`config.mk`:
```
export PLATFORM = sky130hd
export DESIGN_NAME = eeo_top
export DESIGN_NICKNAME = d
export VERILOG_FILES = /design/src/logic/eeo_pkg.sv /design/src/logic/eeo_top.sv
export SDC_FILE = /design/constraint.sdc
export NUM_CORES = 1
export LEC_CHECK = 0
export BUFFER_PORTS_ARGS = -buffer_cell sky130_fd_sc_hd__buf_4
export CORE_MARGIN = 2
export CORE_UTILIZATION = 40
export CTS_BUF_LIST = sky130_fd_sc_hd__clkbuf_16
export DETAILED_ROUTE_END_ITERATION = 8
export PLACE_DENSITY_LB_ADDON = 0.3
export SYNTH_ARGS = -nofsm -noshare
export SYNTH_HDL_FRONTEND = slang
export SYNTH_SLANG_ARGS = --single-unit
```
`constraint.sdc`:
```
create_clock -name hclk -period 10.5 [get_ports hclk]
set_clock_uncertainty 0.05 [all_clocks]
set_input_delay 1.05 -clock hclk [delete_from_list [all_inputs] [get_ports hclk]]
set_output_delay 1.05 -clock hclk [all_outputs]
set_load 0.03 [all_outputs]
```
`src/logic/eeo_pkg.sv`:
```
// Purpose: Constants and types shared by the encoder emulation output block
// Assumes: 32-bit AHB-Lite register access, 25 MHz system clock
// Notes: Register offsets are byte addresses of aligned words
package eeo_pkg;
  localparam logic [7:0] EEO_OFS_CTRL = 8'h00;
  localparam logic [7:0] EEO_OFS_LINES = 8'h04;
  localparam logic [7:0] EEO_OFS_OFFSET = 8'h08;
  localparam logic [7:0] EEO_OFS_INTERP = 8'h0C;
  localparam logic [7:0] EEO_OFS_STATUS = 8'h10;
  localparam logic [7:0] EEO_OFS_POS = 8'h14;
  // Control register fields
  localparam int EEO_CTRL_MODE_LSB = 0;
  localparam int EEO_CTRL_MULTI_BIT = 2;
  localparam int EEO_CTRL_BINARY_BIT = 3;
  localparam int EEO_CTRL_FAST_BIT = 4;
  localparam int EEO_CTRL_INVCLK_BIT = 5;
  localparam int EEO_CTRL_REVERSE_BIT = 6;
  localparam int EEO_CTRL_COMTRK_BIT = 7;
  localparam int EEO_CTRL_HOMED_BIT = 8;
  localparam int EEO_CTRL_POLES_LSB = 9;
  localparam logic [31:0] EEO_CTRL_RESET = 32'h0000_0001;
  localparam logic [19:0] EEO_LINES_RESET = 20'h00400;
  localparam logic [19:0] EEO_LINES_MIN = 20'h00100;
  localparam logic [19:0] EEO_LINES_MAX_ENC = 20'h80000;
  localparam logic [19:0] EEO_LINES_MAX_RES = 20'h01000;
  localparam logic [2:0] EEO_INTERP_MIN = 3'h2;
  localparam logic [2:0] EEO_INTERP_MAX = 3'h7;
  localparam logic [1:0] EEO_MODE_QUAD = 2'h1;
  localparam logic [1:0] EEO_MODE_SSI = 2'h2;
  localparam logic [1:0] EEO_MODE_INTERP = 2'h3;
  localparam int EEO_FRAME_BITS = 24;
  localparam int EEO_CLK_HZ = 25_000_000;
  // Monoflop pause of the serial link
  localparam int EEO_PAUSE_NS = 20_000;
  localparam int EEO_PAUSE_CYC = (EEO_PAUSE_NS * (EEO_CLK_HZ / 1_000_000) + 999) / 1000;
  localparam int EEO_STEP_NS = 2_000;
  localparam int EEO_STEP_CYC = EEO_STEP_NS * (EEO_CLK_HZ / 1_000_000) / 1000;
  typedef enum logic [1:0] {EEO_IDLE, EEO_SHIFT, EEO_PAUSE} eeo_ssi_t;
endpackage

```
`src/logic/eeo_top.sv`:
```
// Purpose: Encoder emulation output, quadrature or serial absolute frame
// Assumes: Position word and serial clock arrive from outside the hclk domain
// Notes: Serial clock is sampled by hclk; edges found after two flip-flops
// Operation
// - Derive shaft position from cyclic absolute feedback; make incremental pulses.
// - Drive A and B a quarter period apart; zero pulse once per turn at A=B=1.
// - Programmable line count, up to 524288 with encoder, 4096 with resolver.
// - Select value 3 drives A=B=0, since fine position shifted left by 2 to 7 bits leaves bits 1:0 zero; analog zero through.
// - Zero pulse angle within a turn set by a stored offset.
// - Position counts up for clockwise shaft rotation by default.
// - Serial mode sends each position word as a 24-bit frame.
// - Single-turn layout zeroes upper 12 bits, position in lower 12.
// - 12-bit single-turn value spans a turn divided by resolver pole pairs.
// - Commutation-track encoder sets upper 12 bits to one until homed.
// - Multi-turn layout carries turn count high, position low.
// - Frame is Gray coded by default, binary when selected.
// - Serial clock of either polarity is selectable; its rate is set by the master, the fast bit is not decoded.
`timescale 1ns/1ps
module eeo_top
  import eeo_pkg::*;
(
  input wire logic hclk,
  input wire logic hresetn,
  input wire logic hsel,
  input wire logic [31:0] haddr,
  input wire logic [1:0] htrans,
  input wire logic hwrite,
  input wire logic [2:0] hsize,
  input wire logic [31:0] hwdata,
  input wire logic hready,
  output logic [31:0] hrdata,
  output logic hreadyout,
  output logic hresp,
  input wire logic [11:0] fb_angle,
  input wire logic [11:0] fb_turns,
  input wire logic [18:0] fb_fine,
  input wire logic fb_sine_zero,
  input wire logic serial_clk,
  output logic enc_a,
  output logic enc_b,
  output logic enc_zero,
  output logic serial_data
);
  import eeo_pkg::*;

  typedef struct packed {
    logic [31:0] ctrl;
    logic [19:0] lines;
    logic [18:0] offset;
    logic [2:0] interp;
    logic wr_pend;
    logic [7:0] wr_addr;
    logic [31:0] rdata;
    logic [11:0] ang_s1, ang_s2, trn_s1, trn_s2;
    logic [18:0] fine_s1, fine_s2;
    logic zin_s1, zin_s2;
    logic sclk_s1, sclk_s2, sclk_d;
    logic [20:0] acc;
    logic [18:0] prev_fine;
    logic [1:0] quad;
    logic a, b, z, sd;
    eeo_ssi_t st;
    logic [23:0] frame;
    logic [4:0] bitcnt;
    logic [15:0] pause;
  } eeo_state_t;

  eeo_state_t s, n;

  function automatic logic [23:0] eeo_gray(input logic [23:0] v);
    return v ^ (v >> 1);
  endfunction

  function automatic logic [2:0] eeo_pairs(input logic [1:0] p);
    return (p == 2'h0) ? 3'h1 : {1'b0, p};
  endfunction

  logic [1:0] mode;
  logic [18:0] pos, rel;
  logic [19:0] lim_lines;
  logic [11:0] st_pos;
  logic [23:0] word;
  logic sclk_rise, sclk_fall, lead_edge, trail_edge;
  logic [39:0] prod;
  logic [19:0] step;

  always_comb begin
    mode = s.ctrl[EEO_CTRL_MODE_LSB +: 2];
    // Shaft position as the emulation sees it; reverse flips direction
    pos = s.ctrl[EEO_CTRL_REVERSE_BIT] ? (19'h0 - s.fine_s2) : s.fine_s2;
    rel = pos - s.offset;
    lim_lines = s.ctrl[EEO_CTRL_COMTRK_BIT] ? EEO_LINES_MAX_ENC : EEO_LINES_MAX_RES;
    // Electrical angle per pole pair in single-turn
    st_pos = 12'(s.ang_s2 * eeo_pairs(s.ctrl[EEO_CTRL_POLES_LSB +: 2]));
    if (s.ctrl[EEO_CTRL_MULTI_BIT])
      word = {s.trn_s2, s.ang_s2};
    else if (s.ctrl[EEO_CTRL_COMTRK_BIT] && !s.ctrl[EEO_CTRL_HOMED_BIT])
      word = {12'hFFF, st_pos};
    else
      word = {12'h000, st_pos};
    if (!s.ctrl[EEO_CTRL_BINARY_BIT])
      word = eeo_gray(word);
    sclk_rise = s.sclk_s2 & ~s.sclk_d;
    sclk_fall = ~s.sclk_s2 & s.sclk_d;
    lead_edge = s.ctrl[EEO_CTRL_INVCLK_BIT] ? sclk_rise : sclk_fall;
    trail_edge = s.ctrl[EEO_CTRL_INVCLK_BIT] ? sclk_fall : sclk_rise;
    // Quarter-line steps per revolution: 4*lines over 2^19 counts
    prod = 40'(rel) * 40'({s.lines, 2'b00});
    step = prod[38:19];
  end

  always_comb begin
    n = s;
    n.ang_s1 = fb_angle;
    n.ang_s2 = s.ang_s1;
    n.trn_s1 = fb_turns;
    n.trn_s2 = s.trn_s1;
    n.fine_s1 = fb_fine;
    n.fine_s2 = s.fine_s1;
    n.zin_s1 = fb_sine_zero;
    n.zin_s2 = s.zin_s1;
    n.sclk_s1 = serial_clk;
    n.sclk_s2 = s.sclk_s1;
    n.sclk_d = s.sclk_s2;
    // Bus write data phase
    if (s.wr_pend) begin
      n.wr_pend = 1'b0;
      unique case (s.wr_addr)
        EEO_OFS_CTRL: n.ctrl = hwdata;
        EEO_OFS_LINES: begin
          if (hwdata[19:0] < EEO_LINES_MIN)
            n.lines = EEO_LINES_MIN;
          else if (hwdata[19:0] > lim_lines)
            n.lines = lim_lines;
          else
            n.lines = hwdata[19:0];
        end
        EEO_OFS_OFFSET: n.offset = hwdata[18:0];
        EEO_OFS_INTERP: begin
          if (hwdata[2:0] < EEO_INTERP_MIN)
            n.interp = EEO_INTERP_MIN;
          else
            n.interp = hwdata[2:0];
        end
        default: ;
      endcase
    end
    if (hsel && hready && htrans[1]) begin
      n.wr_pend = hwrite;
      n.wr_addr = haddr[7:0];
      unique case (haddr[7:0])
        EEO_OFS_CTRL: n.rdata = s.ctrl;
        EEO_OFS_LINES: n.rdata = {12'h000, s.lines};
        EEO_OFS_OFFSET: n.rdata = {13'h0000, s.offset};
        EEO_OFS_INTERP: n.rdata = {29'h0, s.interp};
        EEO_OFS_STATUS: n.rdata = {24'h0, 2'h0, s.st == EEO_SHIFT, s.z, s.b, s.a, mode};
        EEO_OFS_POS: n.rdata = {8'h00, word};
        default: n.rdata = 32'h0000_0000;
      endcase
    end
    // Quadrature: walk the Gray-coded AB state toward the target step
    if (mode == EEO_MODE_QUAD || mode == EEO_MODE_INTERP) begin
      if (mode == EEO_MODE_INTERP)
        n.acc = 21'(s.prev_fine) << s.interp;
      else
        n.acc = {1'b0, step};
      if (n.acc[1:0] != s.quad) begin
        if (n.acc[1:0] - s.quad == 2'h1 || n.acc[1:0] - s.quad == 2'h2)
          n.quad = s.quad + 2'h1;
        else
          n.quad = s.quad - 2'h1;
      end
      n.prev_fine = pos;
      n.a = (n.quad == 2'h1) || (n.quad == 2'h2);
      n.b = n.quad[1];
      if (mode == EEO_MODE_INTERP)
        n.z = s.zin_s2;
      else
        n.z = (step[19:2] == 18'h0) && n.a && n.b;
    end else begin
      n.a = 1'b0;
      n.b = 1'b0;
      n.z = 1'b0;
    end
    // Serial frame engine
    unique case (s.st)
      EEO_IDLE: begin
        n.sd = 1'b1;
        if (mode == EEO_MODE_SSI && lead_edge) begin
          // First leading edge both latches the word and puts out its MSB
          n.sd = word[23];
          n.frame = {word[22:0], 1'b0};
          n.bitcnt = 5'(EEO_FRAME_BITS - 1);
          n.st = EEO_SHIFT;
        end
      end
      EEO_SHIFT: begin
        if (lead_edge) begin
          n.sd = s.frame[23];
          n.frame = {s.frame[22:0], 1'b0};
          n.bitcnt = s.bitcnt - 5'h1;
          if (s.bitcnt == 5'h1) begin
            n.st = EEO_PAUSE;
            n.pause = 16'(EEO_PAUSE_CYC);
          end
        end
      end
      EEO_PAUSE: begin
        // Data low until the link has idled a full monoflop time
        if (lead_edge || trail_edge)
          n.pause = 16'(EEO_PAUSE_CYC);
        else if (s.pause != 16'h0)
          n.pause = s.pause - 16'h1;
        else
          n.st = EEO_IDLE;
        if (trail_edge)
          n.sd = 1'b0;
      end
      default: begin
        n.sd = 1'b1;
        n.st = EEO_IDLE;
      end
    endcase
  end

  always_ff @(posedge hclk or negedge hresetn) begin
    if (!hresetn) begin
      s <= '0;
      s.ctrl <= EEO_CTRL_RESET;
      s.lines <= EEO_LINES_RESET;
      s.interp <= EEO_INTERP_MIN;
      s.sd <= 1'b1;
      s.st <= EEO_IDLE;
    end else begin
      s <= n;
    end
  end

  assign hrdata = s.rdata;
  assign hreadyout = 1'b1;
  assign hresp = 1'b0;
  assign enc_a = s.a;
  assign enc_b = s.b;
  assign enc_zero = s.z;
  assign serial_data = s.sd;
endmodule

```
Word level (Yosys, flattened, before mapping)
Cells that the tools add are included.
{"block": "classes", "div": 0, "bitwise": 5, "n_eq_ne": 26, "shift": 1, "addsub": 7, "mux": 32, "mul": 2, "order_cmp": 3, "reduce_logical": 27}
{"operator": "$pmux 32 s6", "count": 1}
{"operator": "$mux 24", "count": 3}
{"operator": "$mux 20", "count": 3}
{"operator": "$pmux 29 s2", "count": 1}
{"operator": "$mux 16", "count": 3}
{"operator": "$mux 48", "count": 1}
{"operator": "$mux 41", "count": 1}
{"operator": "$mul 19x20->37", "count": 1}
{"operator": "$eq 8x4->1 const B", "count": 4}
{"operator": "$mux 32", "count": 1}
{"operator": "$pmux 16 s2", "count": 1}
{"operator": "$xor 24x23->24", "count": 1}
{"operator": "$gt 20x20->1", "count": 1}
{"operator": "$lt 20x9->1 const B", "count": 1}
{"operator": "$mux 19", "count": 1}
{"operator": "$shl 19x3->2", "count": 1}
{"operator": "$sub 1x19->19 const A", "count": 1}
{"operator": "$sub 19x19->19", "count": 1}
{"operator": "$logic_not 18->1", "count": 1}
{"operator": "$mux 2", "count": 9}
{"operator": "$eq 8x3->1 const B", "count": 2}
{"operator": "$eq 8x5->1 const B", "count": 2}
{"operator": "$logic_not 8->1", "count": 2}
{"operator": "$reduce_bool 16->1", "count": 1}
{"operator": "other kinds (28)", "count": 59}
{"block": "totals", "mem_bits_rw": 0, "mem_count": 0, "wordCells": 131, "rom_bits": 0, "regBits": 278, "input_bits": 119, "latchBits": 0}

Longest topological paths before layout
Gate-level depths: netlist (run 1).
{"block": "depth", "word_depth": 18, "ltp_mapped": 43, "mapped_depth_nobuf": 42}

Least setup slack after synthesis (run 1)
Ideal clock, no wire load.
{"block": "synth_path", "path_type": "reg2reg", "startpoint": "register s[273] (netlist bit)", "endpoint": "register s (netlist bit enc_zero)", "setup_time_ps": 76, "arrival_time_ps": 9291, "t_required_ps": 10374, "setup_slack_ps": 1082, "path_stages_with_launch": 42, "path_cell_list": "dfrtp_1 clkbuf_1 clkbuf_1 o31ai_1 xnor2_1 ha_1 a21oi_1 nor2b_1 a31o_2 o211ai_1 a31oi_1 o21a_1 o21a_1 o21ai_1 a21boi_0 clkbuf_1 or3b_2 fa_1 (+6 left out) inv_1 fa_1 ha_1 and4_1 and3_1 a21o_1 or4_1 a31oi_2 ha_1 clkbuf_1 xnor2_1 nor2_1 o31ai_1 o311a_1 nand4_1 a2111oi_0 nand4_1 o21ai_1"}
{"element": "from (decl)", "line_no": "eeo_top.sv:68", "rtl": "eeo_state_t s, n;"}
{"element": "from (signal assigned)", "line_no": "eeo_top.sv:235", "rtl": "s <= n;"}

==> out/qor.csv, run 1 <==
metric,value,unit
status,completed,
crit_buf_inv,4,
hp-class,flip-flop to flip-flop,
wire_per_inst,18.2,um
syn_nets,3236,
synth_mux_area_share,3.89,%
io_pins,157,
ys_types,90,
hold_ws,0.298,ns
yosys_warnings,0,
cpMostUsedCell,fa_1,
slowest_delay,0.61,ns
num_vias,18587,
drv_slew,0,
path_clk_slew,0.08,ns
yosys-top-cells-area,"dfrtp_1, fa_1, ha_1, inv_1, and2_1",
gr-total-overflow,0,
grt_pass1_vias,19385,
nets,3260,
path_class,flip-flop to flip-flop,
die_height,255,um
dieWidth,255,um
area_growth,9.60,%
cp.required,10.91,ns
holdPathEnd,s[147],
cts_made_buffers,24,
critPathMaxFanout,6,
synth_top_area_share,25.4,%
rsz0062_at_grt,false,
synth_edf_count,0,
relSlewSlack,19.5,%
synth_top_family_by_area,adder cells,
cts_tree,done,
dieArea,65100,sq um
nFillCells,5977,
hold_start,n[147],
drt-total-wl,64700,um
grt_usage,20.4,%
drc,0,
mostFrequentLayoutCell,inv_1,
arrival,10.39,ns
cts-root-buf,clkbuf_16,
regArea,6510,sq um
clock_path_buffers,3,
setup_viol,0,
drtIter0Drc,1194,
cp-start-kind,flip-flop,
critPathCaptureType,flip-flop,
clock-sinks,260,
yosys.area_share.xor_xnor,2.31,%
tightest_slew,1.20,ns
hold_violations,0,
drive_above_1_share,11.4,%
r2r.worst_path.cells,37,
via_per_inst,5.23,
dp_hpwl,50700,um
multi_input_area,16400,sq um
grt_max_degree,121,
reg2reg_from,s[98],
ys.flop_type,dfrtp_1,
synth_compound_area_share,10.6,%
tns,0,ns
syn_area,25200,sq um
final_antenna_net_count,0,
core,62700,sq um
synth_top_area_cell,dfrtp_1,
gp_congestion,0.876,
max_cap_violations,0,
yosys.area_share.simple,16.8,%
dr.pass1.iters,7,
avgSynthCellArea,9.45,sq um
period_needed,9.97,ns
async_flop_share,100,%
holdPathStages,0,
yosysSeqAreaShare,25.8,%
io_buffers,126,
synth_seq_cells,260,
grt_pass1_wl,104000,um
hold_buffers,0,
synthCells,2668,
clock_latency,0.55,ns
synthAdderAreaFrac,31.4,%
antenna_found_initial,3,
slowest_stage,or4_1,
start_util,40.2,%
cp_top_family,adder cells,
rrSetupSlack,0.53,ns
r2r_end,enc_zero,
fp-row-count,92,
min_period_over_period,95.0,%
layout_common_cells,"inv_1, fa_1, nand2_1",
max_clock_freq,100,MHz
cts_max_level,1,
## repair_timing
action | 4_1_cts | 5_1_grt
buffers inserted | 0 | 1
endpoints found under the hold margin | 0 | 0
resized for setup | 0 | 8
setup endpoints to repair | 0 | 1
## final cells by class
| cell class | instances | area share (%) |
|---|---|---|
| Clock inverter | 17 | 0.616 |
| Timing Repair Buffer | 173 | 4.73 |
| Tap cell | 846 | 3.83 |
| Sequential cell | 260 | 23.6 |
| Clock buffer | 24 | 2.17 |
| Multi-Input combinational cell | 1823 | 59.5 |
| Inverter | 410 | 5.57 |
| Antenna cell | 3 | 0.0272 |
## worst max-delay path by stage
stage / startpoint / endpoint / slack [ns] / depth (start not counted)
6_report: s[98] / enc_zero / 0.53 / 37
5_1_grt: s[99] / enc_zero / 0.004 / 40
4_1_cts: s[98] / enc_zero / 0.47 / 40
3_5_place_dp: s[98] / enc_zero / 0.52 / 40
3_3_place_gp: s[98] / enc_zero / 0.56 / 37
2_1_floorplan: s[273] / enc_zero / 1.08 / 41
## synthesized netlist by cell type (all sizes together), types with 6 or more instances
cell type	n
a211oi	13
a21o	27
a21oi	74
a22o	22
a22oi	36
a31oi	11
and2	207
and2b	7
and3	18
buf	43
clkbuf	132
dfrtp	256
fa	305
ha	144
inv	409
mux2	57
mux2i	34
nand2	270
nand2b	34
nand3	26
nand4	8
nor2	89
nor2b	30
nor3	34
nor3b	26
nor4	10
o211ai	7
o21a	10
o21ai	139
o22ai	13
o31ai	12
or3	20
or3b	6
or4	7
xnor2	51
xor2	12
## metrics by stage
step	setup WS, ns	std cells	util (%)	instance area (sq um)
final	0.525	3556	44.1	27600
after global routing	0.00387	3555	44.1	27600
after CTS	0.474	3552	44.0	27600
after detailed placement	0.516	3511	42.8	26800
after global placement	0.557	3511	42.8	26800
after floorplan	1.08	2668	-	25200
## logic make-up after synthesis
family	Yosys count
buf+inv	585
mux	91
flops	260
other cells	2
fa+ha+maj	449
compound gates	405
simple gates	812
xor+xnor	64
## per-layer routing
layer	up-vias	part of all wire (%)	GRT usage, %
met5	-	0.020	0
met4	2	3.0	6.88
met3	97	5.9	3.14
met2	530	47	33.7
met1	9380	44	27.5
li1	8578	-	-
## worst reg2reg max path: cells and delay by family, from the launching register on
kind / cells / cell delay [ns]
AND/OR/NAND/NOR: 8 / 2.12
buffers and inverters: 4 / 0.25
AO/OA/AOI/OAI: 12 / 2.52
XOR/XNOR: 3 / 0.58
flip-flops: 1 / 0.41
adder cells (fa/ha/maj): 10 / 3.95
## registers in the layout, indices dropped and copies added, names as in the netlist
| signal | cells |
|---|---|
| enc_zero | 1 |
| enc_a | 1 |
| serial_data | 1 |
| hrdata | 32 |
| n | 46 |
| s | 176 |
| mode | 2 |
| enc_b | 1 |
Power of run 1 is not shown: default switching activity piles up to over one toggle a cycle in this logic, so the estimate is an artifact.
==> run 2, diff against run 1 <==
Settings changed: MAX_ROUTING_LAYER from default to met4.
Clock period 10.5 ns to 10.6 ns, I/O delays scaled along.
==> out/qor.csv, run 2 (synthesis results as in run 1) <==
metric,value,unit,change
status,completed,,
hp-class,flip-flop to flip-flop,,
via_per_inst,5.27,,+0.88%
tns,0,ns,unchanged
gp_congestion,0.894,,+2.1%
arrival,10.45,ns,+0.06 ns
slowest_stage,or3b_2,,
io_buffers,126,,unchanged
slowest_delay,0.53,ns,-0.08 ns
die_height,255,um,unchanged
clock_latency,0.56,ns,about the same
relSlewSlack,23.5,%,+4.1 points
wire_per_inst,18.4,um,+1.1%
critPathCaptureType,flip-flop,,
grt_max_degree,119,,-1.7%
mostFrequentLayoutCell,inv_1,,
grt_pass1_vias,19656,,+1.4%
drc,0,,unchanged
dieArea,65100,sq um,unchanged
drv_slew,0,,unchanged
dr.pass1.iters,5,,-2
min_period_over_period,94.7,%,-0.33 points
cp-start-kind,flip-flop,,
cts_tree,done,,
largest_register_ffs,176,,unchanged
hold_violations,0,,unchanged
r2r.worst_path.cells,40,,+8.1%
fp-row-count,92,,unchanged
start_util,40.2,%,unchanged
antenna_found_initial,3,,unchanged
path_class,flip-flop to flip-flop,,
period_needed,10.04,ns,+0.0605 ns
holdPathEnd,s[143],,
regMostFlops,s,,
cp.required,11.01,ns,+0.10 ns
clock_path_buffers,3,,unchanged
rsz0062_at_grt,false,,
nets,3264,,+0.12%
gr-total-overflow,0,,unchanged
core,62700,sq um,unchanged
area_growth,10.1,%,
final_antenna_net_count,0,,unchanged
holdPathStages,0,,unchanged
drt-total-wl,65600,um,+1.3%
max_clock_freq,99.6,MHz,-0.60%
tightest_slew,1.14,ns,-0.0605 ns
cts_made_buffers,27,,+13%
layout_common_cells,"inv_1, fa_1, nand2_1",,
hold_buffers,0,,unchanged
io_pins,157,,unchanged
drive_above_1_share,11.8,%,+0.34 points
num_vias,18792,,+1.1%
max_cap_violations,0,,unchanged
critPathMaxFanout,4,,-2
path_clk_slew,0.06,ns,-0.02 ns
grt_pass1_wl,106000,um,+1.8%
r2r_end,enc_zero,,
reg2reg_from,s[98],,
grt_usage,21.4,%,+0.97 points
dp_hpwl,51200,um,+0.98%
rrSetupSlack,0.56,ns,+0.04 ns
cts-root-buf,clkbuf_16,,
clock-sinks,260,,unchanged
cts_max_level,1,,unchanged
setup_viol,0,,unchanged
drtIter0Drc,1023,,-14%
hold_start,n[143],,
dieWidth,255,um,unchanged
run 2: what timing repair did:
item	CTS	global route
buffers inserted	0	1
gates resized for setup	0	9
endpoints found under the setup margin	0	1
run 2: worst max-delay path by stage:
stage / from / end / slack [ns] / depth (start not counted)
after floorplan: s[273] / enc_zero / 1.18 / 41
after global placement: s[98] / enc_zero / 0.50 / 37
after detailed placement: s[98] / enc_zero / 0.40 / 37
after CTS: s[98] / enc_zero / 0.36 / 37
after global routing: s[98] / enc_zero / 0.03 / 40
final: s[98] / enc_zero / 0.56 / 40
run 2: routing by layer:
metal / wire, um / part of all wire, % / GRT usage, %
met5: 0 / 0 / -
met4: 2050 / 3.1 / 6.90
met3: 4300 / 6.6 / 3.65
met2: 30700 / 47 / 34.1
met1: 28500 / 43 / 27.7
run 2: layout make-up:
class / count / area [sq um]
Inverter: 410 / 1540
Clock buffer: 27 / 676
Timing Repair Buffer: 174 / 1310
Clock inverter: 20 / 214
Tap cell: 846 / 1060
Multi-Input combinational cell: 1823 / 16500
Sequential cell: 260 / 6510
Antenna cell: 4 / 10.0
Fill cell: 5935 / 35000
run 2: metrics by stage:
step	utilization, %	setup slack [ns]	std cells	instance area, sq um	hold WS, ns
2_1_floorplan	-	1.18	2668	25200	0.281
3_3_place_gp	42.8	0.503	3512	26800	0.282
3_5_place_dp	42.8	0.405	3512	26800	0.285
4_1_cts	44.2	0.361	3559	27700	0.295
5_1_grt	44.3	0.0345	3563	27800	0.301
6_report	44.3	0.565	3564	27800	0.293
run 2: critical path: cells and delay by family, from the launching register on:
family,cells,cell delay (ns)
adders and majority gates,10,3.48
buffers and inverters,5,0.37
DFF,1,0.41
and+or+nand+nor,8,1.92
AOI/OAI and AO/OA,14,2.95
xor gates and xnor gates,2,0.47
muxes,1,0.32
Power of run 2 is left out for the same reason.
